<file path="src/verilog/cilc_pkg.sv">
// Constants, types and decode helpers for the charger input limit registers
package cilc_pkg;

   // Clock rate of the block
   localparam int unsigned CLK_MHZ = 100;

   // Register addresses on the serial bus
   localparam logic [7:0] ADDR_TIMER_EVT_MASK = 8'h12;
   localparam logic [7:0] ADDR_LIMIT_A = 8'h13;
   localparam logic [7:0] ADDR_LIMIT_B = 8'h14;
   localparam logic [7:0] ADDR_UNDERVOLT = 8'h16;
   localparam logic [7:0] ADDR_ZONE_ONE = 8'h17;
   localparam logic [7:0] ADDR_ZONE_TWO = 8'h18;
   localparam logic [7:0] ADDR_MAIN_CTRL = 8'h19;

   // Writable bits of each register; reserved bits hold zero
   localparam logic [7:0] WMASK_TIMER_EVT = 8'h81;
   localparam logic [7:0] WMASK_LIMIT_A = 8'hFF;
   localparam logic [7:0] WMASK_LIMIT_B = 8'h2F;
   localparam logic [7:0] WMASK_UNDERVOLT = 8'hC0;
   localparam logic [7:0] WMASK_ZONE = 8'h7F;
   localparam logic [7:0] WMASK_MAIN_CTRL = 8'hEF;

   // Values after reset
   localparam logic [7:0] RST_TIMER_EVT = 8'h00;
   localparam logic [7:0] RST_LIMIT_A = 8'h00;
   localparam logic [7:0] RST_LIMIT_B = 8'h00;
   localparam logic [7:0] RST_UNDERVOLT = 8'h00;
   localparam logic [7:0] RST_ZONE = 8'h00;
   localparam logic [7:0] RST_MAIN_CTRL = 8'h00;
   localparam logic [4:0] RST_SYNC = 5'h03;

   // Field positions
   localparam int WD_MASK_BIT = 7;
   localparam int BT_MASK_BIT = 0;
   localparam int BLANK_LSB = 6;
   localparam int CEIL_LSB = 3;
   localparam int STEADY_LSB = 0;
   localparam int DISCHARGE_BIT = 5;
   localparam int MINV_LSB = 0;
   localparam int LOCKOUT_LSB = 6;
   localparam int CHG_ON_BIT = 7;
   localparam int AUTOSTOP_BIT = 6;
   localparam int RESTART_BIT = 5;
   localparam int FORCE_MON_BIT = 3;
   localparam int ROOM_ONLY_BIT = 2;
   localparam int TIME_LIM_BIT = 1;
   localparam int PHASE1_EN_BIT = 0;

   // Blanking times and bus inactivity limit
   localparam real BLANK_A_MS = 0.5;
   localparam real BLANK_B_MS = 1.0;
   localparam real BLANK_C_MS = 10.0;
   localparam real BUS_TIMEOUT_MS = 100.0;
   localparam int unsigned BLANK_RESAMPLE_CYC = 4;

   // Charge current decode
   localparam logic [6:0] CUR_LO_TOP = 7'h3F;
   localparam logic [6:0] CUR_HI_FIRST = 7'h40;
   localparam logic [6:0] CUR_HI_TOP = 7'h64;
   localparam logic [9:0] CUR_LO_BASE = 10'h004;
   localparam logic [9:0] CUR_HI_BASE = 10'h08C;
   localparam logic [9:0] CUR_HI_STEP = 10'h00A;
   localparam logic [9:0] CUR_SAT = 10'h1F4;

   // Serial slave states
   typedef enum logic [4:0] {
      S_IDLE = 5'h01,
      S_RX = 5'h02,
      S_ACK_RX = 5'h04,
      S_TX = 5'h08,
      S_ACK_TX = 5'h10
   } cilc_state_e;

   // Milliamps from a seven-bit charge current code
   function automatic logic [9:0] cilc_code_to_ma(input logic [6:0] code);
      logic [9:0] c;
      c = {3'h0, code};
      if (code <= CUR_LO_TOP) begin
         return CUR_LO_BASE + (c << 1);
      end else if (code <= CUR_HI_TOP) begin
         return CUR_HI_BASE + 10'((c - {3'h0, CUR_HI_FIRST}) * CUR_HI_STEP);
      end
      return CUR_SAT;
   endfunction : cilc_code_to_ma

endpackage : cilc_pkg

</file>
<file path="src/verilog/cilc_sync.sv">
// Three-stage input synchroniser with agreement filter
`timescale 1ns/100ps
module cilc_sync
   import cilc_pkg::*;
#(
   parameter int W = 5,
   parameter logic [W-1:0] P_RST = '0
) (
   // Clock and reset
   input wire logic i_clk,
   input wire logic i_rst_n,
   // Asynchronous inputs and filtered result
   input wire logic [W-1:0] i_async,
   output logic [W-1:0] o_q
);

   typedef struct packed {
      logic [W-1:0] f1;
      logic [W-1:0] f2;
      logic [W-1:0] f3;
      logic [W-1:0] q;
   } cilc_sync_s;

   cilc_sync_s st_ff;
   cilc_sync_s nxt;

   // A bit moves only when stages two and three agree, so a glitch
   // shorter than two cycles never reaches the slave logic
   always_comb begin
      nxt = st_ff;
      nxt.f1 = i_async;
      nxt.f2 = st_ff.f1;
      nxt.f3 = st_ff.f2;
      for (int i = 0; i < W; i++) begin
         if (st_ff.f2[i] == st_ff.f3[i]) begin
            nxt.q[i] = st_ff.f3[i];
         end
      end
      if (!i_rst_n) begin
         nxt = {4{P_RST}};
      end
   end

   // State register
   always_ff @(posedge i_clk) begin
      st_ff <= nxt;
   end

   assign o_q = st_ff.q;
endmodule : cilc_sync

</file>
<file path="src/verilog/cilc_blank.sv">
// Input current limiter blanking window timer
`timescale 1ns/100ps
module cilc_blank
   import cilc_pkg::*;
#(
   parameter int CW = 24,
   parameter int unsigned P_CYC_A = 50000,
   parameter int unsigned P_CYC_B = 100000,
   parameter int unsigned P_CYC_C = 1000000
) (
   // Clock and reset
   input wire logic i_clk,
   input wire logic i_rst_n,
   // Input presence and selected blanking time
   input wire logic i_present,
   input wire logic [1:0] i_sel,
   // Window active
   output logic o_blanking
);

   typedef struct packed {
      logic prev;
      logic blank;
      logic [1:0] sel_lat;
      logic [CW-1:0] cnt;
   } cilc_blank_s;

   cilc_blank_s st_ff;
   cilc_blank_s nxt;

   // Window opens when the input appears and lasts the selected count;
   // the code is latched so a rewrite mid-window cannot stretch it
   always_comb begin
      nxt = st_ff;
      nxt.prev = i_present;
      if (i_present && !st_ff.prev) begin
         nxt.blank = 1'b1;
         nxt.sel_lat = i_sel;
         unique case (i_sel)
            2'h0: nxt.cnt = CW'(BLANK_RESAMPLE_CYC);
            2'h1: nxt.cnt = CW'(P_CYC_A);
            2'h2: nxt.cnt = CW'(P_CYC_B);
            2'h3: nxt.cnt = CW'(P_CYC_C);
         endcase
      end else if (st_ff.blank) begin
         nxt.cnt = st_ff.cnt - CW'(1);
         if (st_ff.cnt == CW'(1)) begin
            nxt.blank = 1'b0;
         end
      end
      if (!i_rst_n) begin
         nxt = '0;
      end
   end

   // State register
   always_ff @(posedge i_clk) begin
      st_ff <= nxt;
   end

   assign o_blanking = st_ff.blank;
endmodule : cilc_blank

</file>
<file path="src/verilog/cilc_regs.sv">
// Charger input limit and control registers behind a serial slave port
`timescale 1ns/100ps
module cilc_regs
   import cilc_pkg::*;
#(
   parameter logic [6:0] P_DEV_ADDR = 7'h35, // Arbitrary value
   parameter int unsigned P_BLANK_A_CYC =
      $rtoi(BLANK_A_MS * 1000.0 * CLK_MHZ),
   parameter int unsigned P_BLANK_B_CYC =
      $rtoi(BLANK_B_MS * 1000.0 * CLK_MHZ),
   parameter int unsigned P_BLANK_C_CYC =
      $rtoi(BLANK_C_MS * 1000.0 * CLK_MHZ),
   parameter int unsigned P_TIMEOUT_CYC =
      $rtoi(BUS_TIMEOUT_MS * 1000.0 * CLK_MHZ)
) (
   // Clock and reset
   input wire logic i_clk,
   input wire logic i_rst_n,
   // Serial bus pins
   input wire logic i_scl,
   input wire logic i_sda,
   output logic o_sda_out,
   output logic o_sda_oe,
   // Status from the analog side
   input wire logic i_input_present,
   input wire logic i_below_recharge,
   input wire logic i_room_zone,
   // Timer flags held in the flag register
   input wire logic i_watchdog_timer_flag,
   input wire logic i_bus_timeout_flag,
   // Interrupt requests and bus timeout event
   output logic o_watchdog_irq,
   output logic o_bus_timeout_irq,
   output logic o_bus_timeout_pulse,
   // Input limiter
   output logic o_limiter_blanking,
   output logic [2:0] o_limiter_effective,
   // System node
   output logic o_system_discharge_enable,
   output logic [3:0] o_system_min_voltage,
   output logic [1:0] o_system_lockout_threshold,
   // Fast charge currents in mA
   output logic [9:0] o_zone_one_charge_current,
   output logic [9:0] o_zone_two_charge_current,
   // Charger control
   output logic o_charger_on,
   output logic o_charger_autostop,
   output logic o_restart_request,
   output logic o_recharge_monitor_on,
   output logic o_first_phase_allowed,
   output logic o_first_phase_time_limited
);

   localparam int TW = $clog2(P_TIMEOUT_CYC + 1);

   typedef struct packed {
      cilc_state_e st;
      logic scl_q;
      logic sda_q;
      logic [7:0] sh;
      logic [3:0] cnt;
      logic [7:0] tx;
      logic [7:0] ptr;
      logic addr_ph;
      logic have_ptr;
      logic rw;
      logic nack;
      logic drv;
      logic busy;
      logic [TW-1:0] tmo_cnt;
      logic tmo_pulse;
      logic [7:0] evt_mask;
      logic [7:0] lim_a;
      logic [7:0] lim_b;
      logic [7:0] uvolt;
      logic [7:0] zone1;
      logic [7:0] zone2;
      logic [7:0] main;
      logic [9:0] cur1;
      logic [9:0] cur2;
      logic [2:0] eff;
   } cilc_regs_s;

   cilc_regs_s st_ff;
   cilc_regs_s nxt;
   logic [4:0] sync_q;
   logic scl_s;
   logic sda_s;
   logic present_s;
   logic below_s;
   logic room_s;
   logic blanking;
   logic scl_rise;
   logic scl_fall;
   logic bus_start;
   logic bus_stop;
   logic wr_en;
   logic [7:0] rd_data;
   logic [2:0] ceil_code;
   logic [2:0] steady_code;

   // Pins and analog status cross into the clock domain here
   cilc_sync #(
      .W(5),
      .P_RST(RST_SYNC)
   ) u_sync (
      .i_clk(i_clk),
      .i_rst_n(i_rst_n),
      .i_async({i_room_zone, i_below_recharge, i_input_present, i_sda,
                i_scl}),
      .o_q(sync_q)
   );

   assign {room_s, below_s, present_s, sda_s, scl_s} = sync_q;

   // Blanking window after the charger input appears
   cilc_blank #(
      .CW(TW),
      .P_CYC_A(P_BLANK_A_CYC),
      .P_CYC_B(P_BLANK_B_CYC),
      .P_CYC_C(P_BLANK_C_CYC)
   ) u_blank (
      .i_clk(i_clk),
      .i_rst_n(i_rst_n),
      .i_present(present_s),
      .i_sel(st_ff.lim_a[BLANK_LSB +: 2]),
      .o_blanking(blanking)
   );

   // Bus events from the filtered lines
   assign scl_rise = scl_s && !st_ff.scl_q;
   assign scl_fall = !scl_s && st_ff.scl_q;
   assign bus_start = scl_s && st_ff.scl_q && st_ff.sda_q && !sda_s;
   assign bus_stop = scl_s && st_ff.scl_q && !st_ff.sda_q && sda_s;
   assign ceil_code = st_ff.lim_a[CEIL_LSB +: 3];
   assign steady_code = st_ff.lim_a[STEADY_LSB +: 3];

   // Read mux; unmapped addresses answer zero
   always_comb begin
      unique case (st_ff.ptr)
         ADDR_TIMER_EVT_MASK: rd_data = st_ff.evt_mask;
         ADDR_LIMIT_A: rd_data = st_ff.lim_a;
         ADDR_LIMIT_B: rd_data = st_ff.lim_b;
         ADDR_UNDERVOLT: rd_data = st_ff.uvolt;
         ADDR_ZONE_ONE: rd_data = st_ff.zone1;
         ADDR_ZONE_TWO: rd_data = st_ff.zone2;
         ADDR_MAIN_CTRL: rd_data = st_ff.main;
         default: rd_data = 8'h00;
      endcase
   end

   // Slave sequencing, register writes and derived settings
   always_comb begin
      nxt = st_ff;
      wr_en = 1'b0;
      nxt.tmo_pulse = 1'b0;
      nxt.scl_q = scl_s;
      nxt.sda_q = sda_s;
      unique case (st_ff.st)
         S_IDLE: begin
            nxt.drv = 1'b0;
         end
         S_RX: begin
            if (scl_rise) begin
               nxt.sh = {st_ff.sh[6:0], sda_s};
               nxt.cnt = st_ff.cnt + 4'h1;
            end
            if (scl_fall && st_ff.cnt == 4'h8) begin
               nxt.cnt = 4'h0;
               nxt.st = S_ACK_RX;
               nxt.drv = 1'b1;
               if (st_ff.addr_ph) begin
                  nxt.rw = st_ff.sh[0];
                  if (st_ff.sh[7:1] != P_DEV_ADDR) begin
                     nxt.st = S_IDLE;
                     nxt.drv = 1'b0;
                  end
               end else if (!st_ff.have_ptr) begin
                  nxt.ptr = st_ff.sh;
                  nxt.have_ptr = 1'b1;
               end else begin
                  wr_en = 1'b1;
                  nxt.ptr = st_ff.ptr + 8'h01;
               end
            end
         end
         S_ACK_RX: begin
            if (scl_fall) begin
               nxt.addr_ph = 1'b0;
               if (st_ff.addr_ph && st_ff.rw) begin
                  nxt.tx = rd_data;
                  nxt.ptr = st_ff.ptr + 8'h01;
                  nxt.st = S_TX;
                  nxt.drv = ~rd_data[7];
               end else begin
                  nxt.st = S_RX;
                  nxt.drv = 1'b0;
               end
            end
         end
         S_TX: begin
            if (scl_fall) begin
               if (st_ff.cnt == 4'h7) begin
                  nxt.st = S_ACK_TX;
                  nxt.drv = 1'b0;
                  nxt.cnt = 4'h0;
               end else begin
                  nxt.tx = {st_ff.tx[6:0], 1'b0};
                  nxt.drv = ~st_ff.tx[6];
                  nxt.cnt = st_ff.cnt + 4'h1;
               end
            end
         end
         S_ACK_TX: begin
            if (scl_rise) begin
               nxt.nack = sda_s;
            end
            if (scl_fall) begin
               if (st_ff.nack) begin
                  nxt.st = S_IDLE;
               end else begin
                  nxt.tx = rd_data;
                  nxt.ptr = st_ff.ptr + 8'h01;
                  nxt.st = S_TX;
                  nxt.drv = ~rd_data[7];
               end
            end
         end
         default: begin
            nxt.st = S_IDLE;
            nxt.drv = 1'b0;
         end
      endcase
      // Writes keep only the defined bits so reserved ones read zero
      if (wr_en) begin
         unique case (st_ff.ptr)
            ADDR_TIMER_EVT_MASK: nxt.evt_mask = st_ff.sh & WMASK_TIMER_EVT;
            ADDR_LIMIT_A: nxt.lim_a = st_ff.sh & WMASK_LIMIT_A;
            ADDR_LIMIT_B: nxt.lim_b = st_ff.sh & WMASK_LIMIT_B;
            ADDR_UNDERVOLT: nxt.uvolt = st_ff.sh & WMASK_UNDERVOLT;
            ADDR_ZONE_ONE: nxt.zone1 = st_ff.sh & WMASK_ZONE;
            ADDR_ZONE_TWO: nxt.zone2 = st_ff.sh & WMASK_ZONE;
            ADDR_MAIN_CTRL: nxt.main = st_ff.sh & WMASK_MAIN_CTRL;
            default: nxt.ptr = nxt.ptr;
         endcase
      end
      // Start and stop override the byte sequencing
      if (bus_start) begin
         nxt.st = S_RX;
         nxt.addr_ph = 1'b1;
         nxt.have_ptr = 1'b0;
         nxt.cnt = 4'h0;
         nxt.drv = 1'b0;
         nxt.busy = 1'b1;
      end
      if (bus_stop) begin
         nxt.st = S_IDLE;
         nxt.drv = 1'b0;
         nxt.busy = 1'b0;
      end
      // Inactivity watchdog; a stuck master cannot keep the slave busy or driving SDA forever
      if (!st_ff.busy || scl_s != st_ff.scl_q || sda_s != st_ff.sda_q) begin
         nxt.tmo_cnt = '0;
      end else if (st_ff.tmo_cnt == TW'(P_TIMEOUT_CYC - 1)) begin
         nxt.tmo_pulse = 1'b1;
         nxt.tmo_cnt = '0;
         nxt.busy = 1'b0;
         nxt.st = S_IDLE;
         nxt.drv = 1'b0;
      end else begin
         nxt.tmo_cnt = st_ff.tmo_cnt + TW'(1);
      end
      // Decoded currents for both zones
      nxt.cur1 = cilc_code_to_ma(st_ff.zone1[6:0]);
      nxt.cur2 = cilc_code_to_ma(st_ff.zone2[6:0]);
      // Ceiling while blanking, else steady clamped to the ceiling;
      // the charger on bit takes no part here
      if (blanking) begin
         nxt.eff = ceil_code;
      end else if (steady_code > ceil_code) begin
         nxt.eff = ceil_code;
      end else begin
         nxt.eff = steady_code;
      end
      if (!i_rst_n) begin
         nxt = '0;
         nxt.st = S_IDLE;
         nxt.scl_q = 1'b1;
         nxt.sda_q = 1'b1;
         nxt.evt_mask = RST_TIMER_EVT;
         nxt.lim_a = RST_LIMIT_A;
         nxt.lim_b = RST_LIMIT_B;
         nxt.uvolt = RST_UNDERVOLT;
         nxt.zone1 = RST_ZONE;
         nxt.zone2 = RST_ZONE;
         nxt.main = RST_MAIN_CTRL;
         nxt.cur1 = CUR_LO_BASE;
         nxt.cur2 = CUR_LO_BASE;
      end
   end

   // State register
   always_ff @(posedge i_clk) begin
      st_ff <= nxt;
   end

   // Open-drain SDA: only ever pulls low
   assign o_sda_out = 1'b0;
   assign o_sda_oe = st_ff.drv;

   // Masked interrupt requests, 1 lets the flag through
   assign o_watchdog_irq = i_watchdog_timer_flag &&
                           st_ff.evt_mask[WD_MASK_BIT];
   assign o_bus_timeout_irq = i_bus_timeout_flag &&
                              st_ff.evt_mask[BT_MASK_BIT];
   assign o_bus_timeout_pulse = st_ff.tmo_pulse;

   // Settings from the registers and the blanking timer
   assign o_limiter_blanking = blanking;
   assign o_limiter_effective = st_ff.eff;
   assign o_system_discharge_enable = st_ff.lim_b[DISCHARGE_BIT];
   assign o_system_min_voltage = st_ff.lim_b[MINV_LSB +: 4];
   assign o_system_lockout_threshold =
      st_ff.uvolt[LOCKOUT_LSB +: 2];
   assign o_zone_one_charge_current = st_ff.cur1;
   assign o_zone_two_charge_current = st_ff.cur2;
   assign o_charger_on = st_ff.main[CHG_ON_BIT];
   assign o_charger_autostop = st_ff.main[AUTOSTOP_BIT];
   assign o_first_phase_time_limited = st_ff.main[TIME_LIM_BIT];

   // Comparator runs when enabled, or on demand while disabled
   assign o_recharge_monitor_on = st_ff.main[CHG_ON_BIT] ||
                                  st_ff.main[FORCE_MON_BIT];
   assign o_restart_request = st_ff.main[RESTART_BIT] && below_s &&
                              o_recharge_monitor_on;
   assign o_first_phase_allowed = st_ff.main[PHASE1_EN_BIT] &&
      (!st_ff.main[ROOM_ONLY_BIT] || room_s);
endmodule : cilc_regs

</file>
<file path="config.mk">
export PLATFORM = sky130hd
export DESIGN_NAME = cilc_regs
export DESIGN_NICKNAME = d
export VERILOG_FILES = /design/src/verilog/cilc_pkg.sv /design/src/verilog/cilc_sync.sv /design/src/verilog/cilc_blank.sv /design/src/verilog/cilc_regs.sv
export SDC_FILE = /design/constraint.sdc
export NUM_CORES = 1
export LEC_CHECK = 0
export BUFFER_PORTS_ARGS = -buffer_cell sky130_fd_sc_hd__buf_2
export CORE_ASPECT_RATIO = 1.75
export CORE_UTILIZATION = 62
export CTS_CLUSTER_SIZE = 40
export DETAILED_ROUTE_END_ITERATION = 12
export PLACE_DENSITY_LB_ADDON = 0.15
export SLEW_MARGIN = 20
export SYNTH_ARGS = -nofsm -noshare
export SYNTH_HDL_FRONTEND = slang
export SYNTH_HIERARCHICAL = 1
export SYNTH_SLANG_ARGS = --single-unit
</file>
<file path="constraint.sdc">
create_clock -name i_clk -period 3.5 [get_ports i_clk]
set_input_delay 0.35 -clock i_clk [delete_from_list [all_inputs] [get_ports i_clk]]
set_output_delay 0.35 -clock i_clk [all_outputs]
set_load 0.05 [all_outputs]
</file>
==> Word-level counts from Yosys, hierarchy flattened <==
Cells that the tools add are included.
{ "totals": {"ff_bits": 172, "inputBits": 9, "output_inout_bits": 42, "wordCells": 221} }
{ "classes": {"addsub": 10, "mul": 2, "magnitude_cmp": 5, "n_eq_ne": 36, "mux": 73, "bitwise": 4, "reduce_logical": 53} }
{ "ops": {"columns": ["cell", "count"], "rows": [
  ["one-hot mux 24 bit (4 select lines)", 1],
  ["equality test 8 x 5 -> 1 bit, second input constant", 7],
  ["one-hot mux 8 bit (7 select lines)", 1],
  ["2-to-1 mux 5 bit", 10],
  ["2-to-1 mux 24 bit", 2],
  ["2-to-1 mux 15 bit", 3],
  ["2-to-1 mux 10 bit", 4],
  ["2-to-1 mux 8 bit", 4],
  ["one-hot mux 5 bit (5 select lines)", 1],
  ["adder 24 x 1 -> 24 bit, second input constant", 1],
  ["equality test 24 x 1 -> 1 bit, second input constant", 1],
  ["equality test 24 bit, second input constant", 1],
  ["2-to-1 mux 1 bit", 24],
  ["one-hot mux 8 bit (3 select lines)", 1],
  ["AND reduction 2 bit", 12],
  ["subtractor 24 x 1 -> 24 bit, second input constant", 1],
  ["one-hot mux 7 bit (3 select lines)", 1],
  ["adder 8 x 10 -> 10 bit, first input constant", 2],
  ["multiplier 10 x 3 -> 9 bit, second input constant", 2],
  ["2-to-1 mux 4 bit", 5],
  ["adder 3 x 8 -> 9 bit, first input constant", 2],
  ["2-to-1 mux 9 bit", 2],
  ["2-to-1 mux 16 bit", 1],
  ["inequality test 2 bit, second input constant", 8],
  ["35 further kinds", 86]
]} }

==> Logic depth before layout (Yosys ltp) <==
Gate-level depths: netlist of run 1.
{ "logic_depth": {"ltp_word": 10, "ltp_mapped": 10, "ltp_nobuf": 10} }

==> Cells and area by module <==
The synthesis of run 1 kept the hierarchy.
{ "modules_own_cells": {"columns": ["module", "instances", "cells_each", "area_each_um2", "seq_area_each_um2"], "rows": [
  ["cilc_regs", 1, 846, 7278.2, 2482.4],
  ["cilc_blank", 1, 154, 1347.5, 520.5],
  ["cilc_sync", 1, 57, 631.9, 400.4]
]} }

==> Worst setup path before layout of run 1 <==
OpenSTA, ideal clock, no wires.
{ "synth_timing": {"path_type": "reg2reg", "start": "register st_ff[32] (netlist bit)", "end": "register st_ff (netlist bit o_zone_two_charge_current[9])", "setup_time_ps": 115, "t_arrival_ps": 2427, "required_ps": 3385, "path_slack_ps": 957, "path_stages_with_launch": 10, "path_buffers": 0, "period_less_slack_ps": 2543, "cell_sequence": "dfxtp_1 > ha_1 > ha_1 > inv_1 > fa_1 > xnor2_1 > nor3b_1 > o21ai_0 > xnor3_1 > and3_1"} }
{ "synth_between": {"elab_chain_len": 5, "elab_cells_between_ends": 10, "cone_classes": "add/sub: 2; mul: 1; order compare: 2; mux: 4; reduce/logical: 1"} }
{ "synth_rtl": {"columns": ["element", "line_no", "rtl"], "rows": [
  ["from (decl)", "cilc_regs.sv:84", "cilc_regs_s st_ff;"],
  ["from (signal assigned)", "cilc_regs.sv:304", "st_ff <= nxt;"],
  ["subtractor 7 x 7 -> 8 bit", "cilc_pkg.sv:82", "return CUR_HI_BASE + 10'((c - {3'h0, CUR_HI_FIRST}) * CUR_HI_STEP);"],
  ["multiplier 10 x 3 -> 9 bit", "cilc_pkg.sv:82", null],
  ["adder 8 x 10 -> 10 bit", "cilc_pkg.sv:82", null],
  ["2-to-1 mux 10 bit", "cilc_pkg.sv:81", "end else if (code <= CUR_HI_TOP) begin"],
  ["2-to-1 mux 10 bit", "cilc_pkg.sv:79", "if (code <= CUR_LO_TOP) begin"]
]} }
Parallel ways exist; a longest one is shown, timed or not. The select of a mux whose other input is x is not followed.
A chain may end at the register's enable or synchronous reset.

==> Worst setup path after layout of run 1 <==
{ "layout_timing": {"start": "register st_ff[32] (netlist bit)", "end": "register st_ff (netlist bit o_zone_two_charge_current[8])"} }
{ "layout_between": {"elab_chain_len": 6, "elab_cells_between_ends": 11, "cone_classes": "add/sub: 3; mul: 1; order compare: 2; mux: 5"} }
{ "layout_rtl": {"columns": ["element", "line_no", "rtl"], "rows": [
  ["subtractor 7 x 7 -> 8 bit", "cilc_pkg.sv:82", null],
  ["multiplier 10 x 3 -> 9 bit", "cilc_pkg.sv:82", null],
  ["adder 8 x 10 -> 10 bit", "cilc_pkg.sv:82", null],
  ["2-to-1 mux 10 bit", "cilc_pkg.sv:81", null],
  ["2-to-1 mux 10 bit", "cilc_pkg.sv:79", null],
  ["2-to-1 mux 9 bit *", "cilc_pkg.sv:84", "return CUR_SAT;"]
]} }
Mark *: on every way between the ends. The rest lies on a longest branch, timed or not. The select of a mux whose other input is x is not followed.

==> results summary, run 1 <==
The run finished with clean final reports. In the finished design, the share of the clock period the worst path needs comes to about 83%. The required time at the endpoint of the critical path came out at between 3 and 4 ns.

For this design the static power due to leakage is 3.82 nW. The gate count of the mapped netlist came out at 1057. The finished layout cell area came out at between 9000 and 10000 sq um.

The wire length per cell after detailed routing is between 15 and 20 microns. STA classifies the critical path endpoint as a flop. The number of cells in the design after placement is 1209. The H-tree was split into 4 levels.

The floorplan step defined a die boundary enclosing 15400 sq um. The maximum clock rate came out at roughly 350 MHz. The post-route clock skew is 0.0117 ns. The mean post-synth cell area came out at about 8.8 sq um. The number of setup buffers added after CTS came out at 0. The internal power is just under 3 mW. The net switching share of the total power is about a quarter. The total core area came out at about 14000 sq um. The maximum buffer depth of the clock tree is 2. The number of gates resized after CTS was 0.

For this configuration, the core starts out at a cell density of 64.1%. STA classifies the critical path startpoint as a flop. Of the total power, registers draw roughly half. In this run the remaining antenna-violating nets after routing total 0. The overall die height came out at about 160 microns.

Excluding fillers, the count of instances in the completed layout stands at around 1.2k. Counting flops and latches in the post-synthesis netlist gives 170. The post-cts hold buffer count is 0.

The start point of the critical path is st_ff[32]. After layout, the design draws a total of just under 4 mW. TritonCTS built the clock tree. In the synthesized netlist the dominant register cell turns out to be sky130_fd_sc_hd__dfxtp_1. Summed over its instances, the top area cell type makes up between 30% and 40% of the synthesized netlist area. Setup repair after global routing left no endpoint under its margin. The number of global-route vias before repair came to 7080. The initial antenna violation count is 0. The share of total power in the clock network came out at a little under half. TritonCTS created 17 clock buffers.

The overall routed net length is about 21000 microns. The area added between synthesis and finish came out at 6.78%. The tightest slew margin relative to the limit came out at between 30% and 40%.

The routed design could run at a clock period as short as between 2 and 3 ns. The number of hold violations in the final report came out at 0. VDD sags by at most about 0.27 mV. The half-perimeter wire length after detailed placement came out at 15100 microns. The count of nets after finishing is about 1.1k. The global routing usage on met3 is 5.07%.

The final-report setup violation count is 0. The met1 track demand over resource is 30.4%. The proportion of layout cells with a drive suffix above 1 came out at around an eighth. The clock root buffer is sky130_fd_sc_hd__clkbuf_16. The antenna diode count is 0. The global-route met2 utilization came out at about half. The power per standard cell area is 393 nW/um^2.

During synthesis, Yosys emitted a total of 6 warnings. The startpoint of the most critical hold path is i_scl. The critical path in this run is classified as reg -> reg.

The port buffer count is 47. The source-to-sink clock delay at the later pin of the worst-skew pair came out at roughly 0.43 ns. The sequential-to-total area share from yosys stat came out at roughly 37%. Across the run, the number of max-cap violations was 0.

The tightest min-delay check is of the in -> reg type. The max-slew violation count is 0. The aggregate negative setup slack came out at 0 ns. The placement row count is 58. Of all flip-flops after synthesis, the portion carrying an async set or reset was 0%. The utilization after layout came out at 68.5%. The highest net fanout along the worst path is 9. The analysis attributes to net switching a power of between 0.9 and 1 mW. The signal arrival time at the worst endpoint came out at roughly 3.2 ns.

The CTS clock-pin slew for the worst setup and hold paths is approximately 0.07 ns. The filler cell count is between 1k and 1.5k. The wire length of the first global-routing pass is roughly 34000 microns.

The combinational group share of total power came out at roughly 2.0%. The placer's final routability congestion estimate is 0.971. During I/O placement, the number of pins put on the boundary was 51. The pin slew with the least headroom to its limit came out at approximately 0.9 ns.

The cell taking the most area after synthesis is sky130_fd_sc_hd__dfxtp_1. For this run, design rule violations remaining after detail routing come to 0. The cell area after synthesis is between 9000 and 10000 sq um. The count of cell types in the netlist is a little under 80. Counting every sink on the clock net gives 170. The cell area after placement came out at 9290 sq um.

The sum of overflow across all layers after global routing came out at 0. In the routed layout, each cell is associated on average with a via count of 5.97. The total via count in the routed design is about 7.4k.

The global routing usage summed across all routing layers came out at 28.2%. The number of search-and-repair iterations in the first detailed-routing pass is 5. The worst register-to-register path begins at st_ff[32]. Sorting the synthesized cells by area gives the leading types as sky130_fd_sc_hd__dfxtp_1 37%, sky130_fd_sc_hd__ha_1 6.4%, sky130_fd_sc_hd__mux2i_1 3.5%. Entering global routing, the biggest net connects 39 pins. The number of design-rule violations left by the first detailed-router iteration is about 460.

In this run the most used layer during global routing was met2. The horizontal extent of the die is around 94 microns. The count of flip-flops with a built-in enable after synthesis came out at 0.
[worst paths after layout]
path                             endpoint  slack, ns  cells after the start
max          o_zone_two_charge_current[8]       0.60                     10
min reg2reg              u_sync/st_ff[10]       0.41                      1
min                      u_sync/st_ff[15]       0.09                      2
max reg2reg  o_zone_two_charge_current[8]       0.60                     10
[state kept, by name, summed over array words and instances, names as in the netlist]
register	count
o_bus_timeout_pulse	1
st_ff	88
u_sync/o_q	5
u_blank/o_blanking	1
o_zone_two_charge_current	9
o_sda_oe	1
o_charger_autostop	1
o_charger_on	1
o_first_phase_time_limited	1
ceil_code	3
o_zone_one_charge_current	9
u_sync/st_ff	15
o_limiter_effective	3
u_blank/st_ff	25
o_system_min_voltage	4
o_system_lockout_threshold	2
o_system_discharge_enable	1
[cell usage after synthesis (all sizes together), types with 32 or more instances]
master  number
xor2        35
mux2i       32
nor2b       41
nand2       78
nand3       46
inv         38
dfxtp      170
ha          47
a21oi       59
o21ai       54
nor2        75
buf         64
[cell type report]
cell class                 instances  area, sq um  area share (%)
multi-input combinational        763         5200            52.6
sequential                       170         3400            34.4
clock buffer                      17          425            4.30
timing repair buffer              58          318            3.21
tap                              180          225            2.28
clock inverter                    15          175            1.77
inverter                          38          143            1.44
[critical path: stages, from the launching register on]
cell and delay, ns:
sky130_fd_sc_hd__dfxtp_1 0.50, sky130_fd_sc_hd__ha_1 0.30, sky130_fd_sc_hd__ha_1 0.23, sky130_fd_sc_hd__inv_1 0.07, sky130_fd_sc_hd__fa_1 0.45, sky130_fd_sc_hd__nor3b_1 0.41, sky130_fd_sc_hd__a21boi_0 0.16, sky130_fd_sc_hd__mux2i_1 0.19
sky130_fd_sc_hd__xnor2_1 0.14, sky130_fd_sc_hd__a21oi_1 0.09, sky130_fd_sc_hd__a41o_1 0.24
[logic make-up after synthesis]
kind of cell    count (synthesis)  share of synthesized area [%]
flops                         170                           36.8
compound gates                218                           15.5
mux                            36                           3.95
buf+inv                       126                           7.19
xor+xnor                       64                           6.37
other cells                     1                         0.0405
fa+ha+maj                      49                           6.78
simple gates                  393                           23.4
[power groups by stage]
stage | combinational, mW | clock (mW) | sequential, mW
2_1_floorplan | 0.0626 | 0 | 1.99
3_3_place_gp | 0.0777 | 0 | 1.99
3_5_place_dp | 0.0781 | 0 | 1.99
4_1_cts | 0.0786 | 1.89 | 1.95
5_1_grt | 0.0855 | 1.97 | 1.95
6_report | 0.0788 | 1.86 | 1.95
[cells in the final DEF (no fill, tap or decap), types with 6 or more instances in the layout]
cell	netlist	final
sky130_fd_sc_hd__buf_2	22	47
sky130_fd_sc_hd__o211a_1	6	6
sky130_fd_sc_hd__nor3b_1	10	10
sky130_fd_sc_hd__nand3_1	45	45
sky130_fd_sc_hd__o31ai_1	7	7
sky130_fd_sc_hd__ha_1	47	47
sky130_fd_sc_hd__nor3_1	16	16
sky130_fd_sc_hd__and2_1	22	22
sky130_fd_sc_hd__or4_1	8	8
sky130_fd_sc_hd__nand4_1	15	15
sky130_fd_sc_hd__nand2b_1	18	18
sky130_fd_sc_hd__a21boi_0	15	15
sky130_fd_sc_hd__and3_1	12	12
sky130_fd_sc_hd__nand2_1	78	78
sky130_fd_sc_hd__xnor2_1	27	27
sky130_fd_sc_hd__o21ai_0	53	53
sky130_fd_sc_hd__a31oi_1	9	9
sky130_fd_sc_hd__nor2b_1	41	41
sky130_fd_sc_hd__nor2_1	75	75
sky130_fd_sc_hd__a21boi_1	13	13
sky130_fd_sc_hd__o211ai_1	6	6
sky130_fd_sc_hd__nor4_1	9	9
sky130_fd_sc_hd__buf_4	40	11
sky130_fd_sc_hd__or2_2	8	8
sky130_fd_sc_hd__clkbuf_16	0	17
sky130_fd_sc_hd__dfxtp_1	170	170
sky130_fd_sc_hd__a21oi_1	56	56
sky130_fd_sc_hd__xor2_1	35	35
sky130_fd_sc_hd__mux2i_1	32	32
sky130_fd_sc_hd__inv_1	38	38
[per-layer routing]
metal / part of all wire (%) / vias up
li1: - / 3660
met1: 40 / 3481
met2: 52 / 201
met3: 4.0 / 66
met4: 4.5 / 0
met5: 0 / -
[through the flow]
stage / hold slack [ns] / setup WS [ns]
global route: 0.0826 / 0.416
finish: 0.0927 / 0.602
floorplan: 0.386 / 0.957
global placement: 0.396 / 0.776
detailed placement: 0.399 / 0.686
CTS: 0.0849 / 0.621
No activity file was read; power rests on OpenSTA's default activity.
==> inputs of run 2 (changes only) <==
Clock period 3.5 ns to 2.9 ns, I/O delays scaled along.
==> run 2 against run 1 <==
Compared with the run above: clock power rose by 22%; critical path depth did not move; sequential share of layout area fell by 0.52 points; clock skew fell by 0.0026 ns; first-iteration DRC count fell by 1.5%; non-clock buffer count rose by 20; register-to-register slack got worse by 0.40 ns; maximum frequency rose by 7.5%; setup slack got worse by 0.40 ns; global-route usage barely moved; worst hold slack got worse by 0.049 ns; largest power group unchanged.
==> results summary, run 2 (synthesis gave the netlist of run 1 again) <==
The flow ran to the end, and the final reports show no timing, DRC or antenna violations. The detail-routed via count per cell is around 6.0. The maximum clock rate is between 300 and 400 MHz.

The maximum buffer depth of the clock tree is 2. The register name with the most flops is st_ff. The final-report setup violation count came out at 0.

The sum of overflow across all layers after global routing is 0. The number of buffers inserted during clock tree synthesis is 17. The pin slew with the least headroom to its limit came out at between 0.6 and 0.7 ns. The remaining design rule violation count is 0. The global-route met2 utilization came out at between 50% and 60%. Of the available clock period, the critical path in the final layout requires around 93%. Setup repair after global routing left no endpoint under its margin. The clock root buffer is sky130_fd_sc_hd__clkbuf_16. The number of hold violations in the final report came out at 0. The largest net degree at the start of global routing is 38.

The path class of the tightest hold or removal check is in -> reg. The congestion estimate from routability-driven global placement came to about 0.94. Leaving out fill and tap cells, the most frequent cells in the layout are 170 x sky130_fd_sc_hd__dfxtp_1, 78 x sky130_fd_sc_hd__nand2_1, 75 x sky130_fd_sc_hd__nor2_1.

Traced cell by cell, the critical path runs through ha_1, ha_1, inv_1, fa_1, nor3b_1, a21boi_0, mux2i_1, xnor2_1, a21oi_1, a41o_1. The placement row count came out at 58. The share of total power in the clock network came out at roughly half. In the final layout, the registers with the most flip-flops are st_ff x88, u_blank/st_ff x25, u_sync/st_ff x15. The max-slew violation count came out at 0. The met1 track demand over resource is between 20% and 30%. Data on the critical path arrives at its endpoint at roughly 3.0 ns. The post-layout instance count excluding filler cells is 1261.

Max-cap violations in this run came to 0. The global routing stage identified its most utilized layer as met2. The boundary pin count came out at approximately 50. The flip-flop count of the largest register after layout is 88. The total core area is 14400 sq um. The kind of cell with the highest combined delay along the critical path is adder cells. The final critical-path required period is about 2.7 ns. The post-route clock skew came out at roughly 0.0091 ns.

The library cell used most frequently in the layout, excluding fill and tap cells, is sky130_fd_sc_hd__dfxtp_1. The slowest stage of the critical path belongs to the cell sky130_fd_sc_hd__fa_1. The count of nets after finishing came out at approximately 1.1k. Summing over every cut layer, the via total after detailed routing is approximately 7.6k.

The cell area after placement came out at roughly 9400 sq um. Measured against its own limit, the worst slew margin works out to 57.7%. For this run, the detailed router's first-pass iteration total came to 5.

The overall routed net length is approximately 21000 microns. The global routing usage summed across all routing layers came out at between 20 and 30%. For this run, the slowest stage of the critical path takes approximately 0.49 ns. The number of buffers and inverters on the critical path came out at 1.

Of the cells placed in the final design, the portion with a size suffix greater than 1 is between 10% and 20%. Of the total power, the share spent switching nets is a little under a quarter. The placement-stage worst setup slack came out at about 0.14 ns.

The leakage power summed over all cells came out at about 4 nW. Of all nets on the critical path, the largest fanout is 7. Global routing used between 5 and 6% of the available met3 tracks. TritonCTS built the clock tree. The port buffer count is 47. The initial core utilization is between 60% and 70%. The finished layout cell area came out at about 10000 sq um. At the worst endpoint, the required time is approximately 3.2 ns. The internal power came out at between 3 and 4 mW.

Among the stages of the critical path, the cell type that occurs most often is sky130_fd_sc_hd__ha_1. The kind of end point of the critical path is a flop. The number of cells in the design after placement came out at about 1.2k. The combinational group share of total power came out at under 10%. The number of levels in the clock H-tree came out at 4.

The source-to-sink clock delay at the later pin of the worst-skew pair is roughly 0.43 ns. The die is roughly 94 microns wide. The power per standard cell area came out at around 470 nW/um^2. The die is 164 microns tall. The CTS clock-pin slew for the worst setup and hold paths came out at roughly 0.070 ns.

The worst setup path is of the reg -> reg kind. The final hold slack is 0.0436 ns. The count of nets left with antenna violations once routing finished came out at 0. The wire length per cell after detailed routing is around 17 microns.

The area added between synthesis and finish is 8.41%. The completed layout was analyzed and its total power is about 4.7 mW. The antenna diode count is 0. The initial antenna violation count came out at 0. The share of total power in sequential cells is 49.8%. After clock tree synthesis, the flow added hold-fix buffers numbering 0.

For this design the total switching power over the nets is between 1 and 1.5 mW. STA classifies the critical path startpoint as a flop. The clock drives 170 sinks. The floorplan step defined a die boundary enclosing about 15000 sq um. The utilization after layout is roughly 69%. The first global-routing pass estimated around 34000 microns of wire. The half-perimeter wire length after detailed placement came out at around 15000 microns. The number of global-route vias before repair is approximately 7.3k. In this run, the number of DRC markers left after iteration 0 of detailed routing was approximately 450. The setup slack after layout came out at about 0.20 ns. Across the VDD grid, the largest voltage drop is roughly 0.32 mV. Adding up every negative setup slack in the final design gives 0 ns.
[run 2: area by class of cell]
class | instances | area (sq um)
repair buffers | 78 | 468
fillers | 1230 | 4410
clock buffers | 18 | 439
clock inverters | 14 | 154
inverters | 38 | 143
flip-flops and latches | 170 | 3400
multi-input cells | 763 | 5200
well taps | 180 | 225
[run 2: final timing paths]
kind	startpoint	to	slack (ns)	depth (start not counted)
max	st_ff[33]	o_zone_two_charge_current[8]	0.20	10
min	i_sda	u_sync/st_ff[16]	0.04	2
min reg2reg	u_sync/st_ff[15]	u_sync/st_ff[10]	0.43	1
max reg2reg	st_ff[33]	o_zone_two_charge_current[8]	0.20	10
[run 2: routing by layer]
| metal | share of wire, % | up-vias | wire length [microns] |
|---|---|---|---|
| met5 | 0 | - | 0 |
| met4 | 4.8 | 0 | 1010 |
| met1 | 39 | 3562 | 8110 |
| li1 | - | 3689 | - |
| met2 | 52 | 230 | 10800 |
| met3 | 4.6 | 72 | 957 |
[run 2: repair_timing]
action	4_1_cts	5_1_grt
setup buffers	0	0
setup endpoints to repair	0	1
resized for setup	0	1
[run 2: power by group through the flow]
stage          Sequential (mW)  Combinational (mW)  Clock [mW]
2_1_floorplan             2.40              0.0756           0
3_3_place_gp              2.41              0.0946           0
3_5_place_dp              2.41              0.0957           0
4_1_cts                   2.35              0.0964        2.31
5_1_grt                   2.35               0.104        2.41
6_report                  2.35              0.0958        2.27
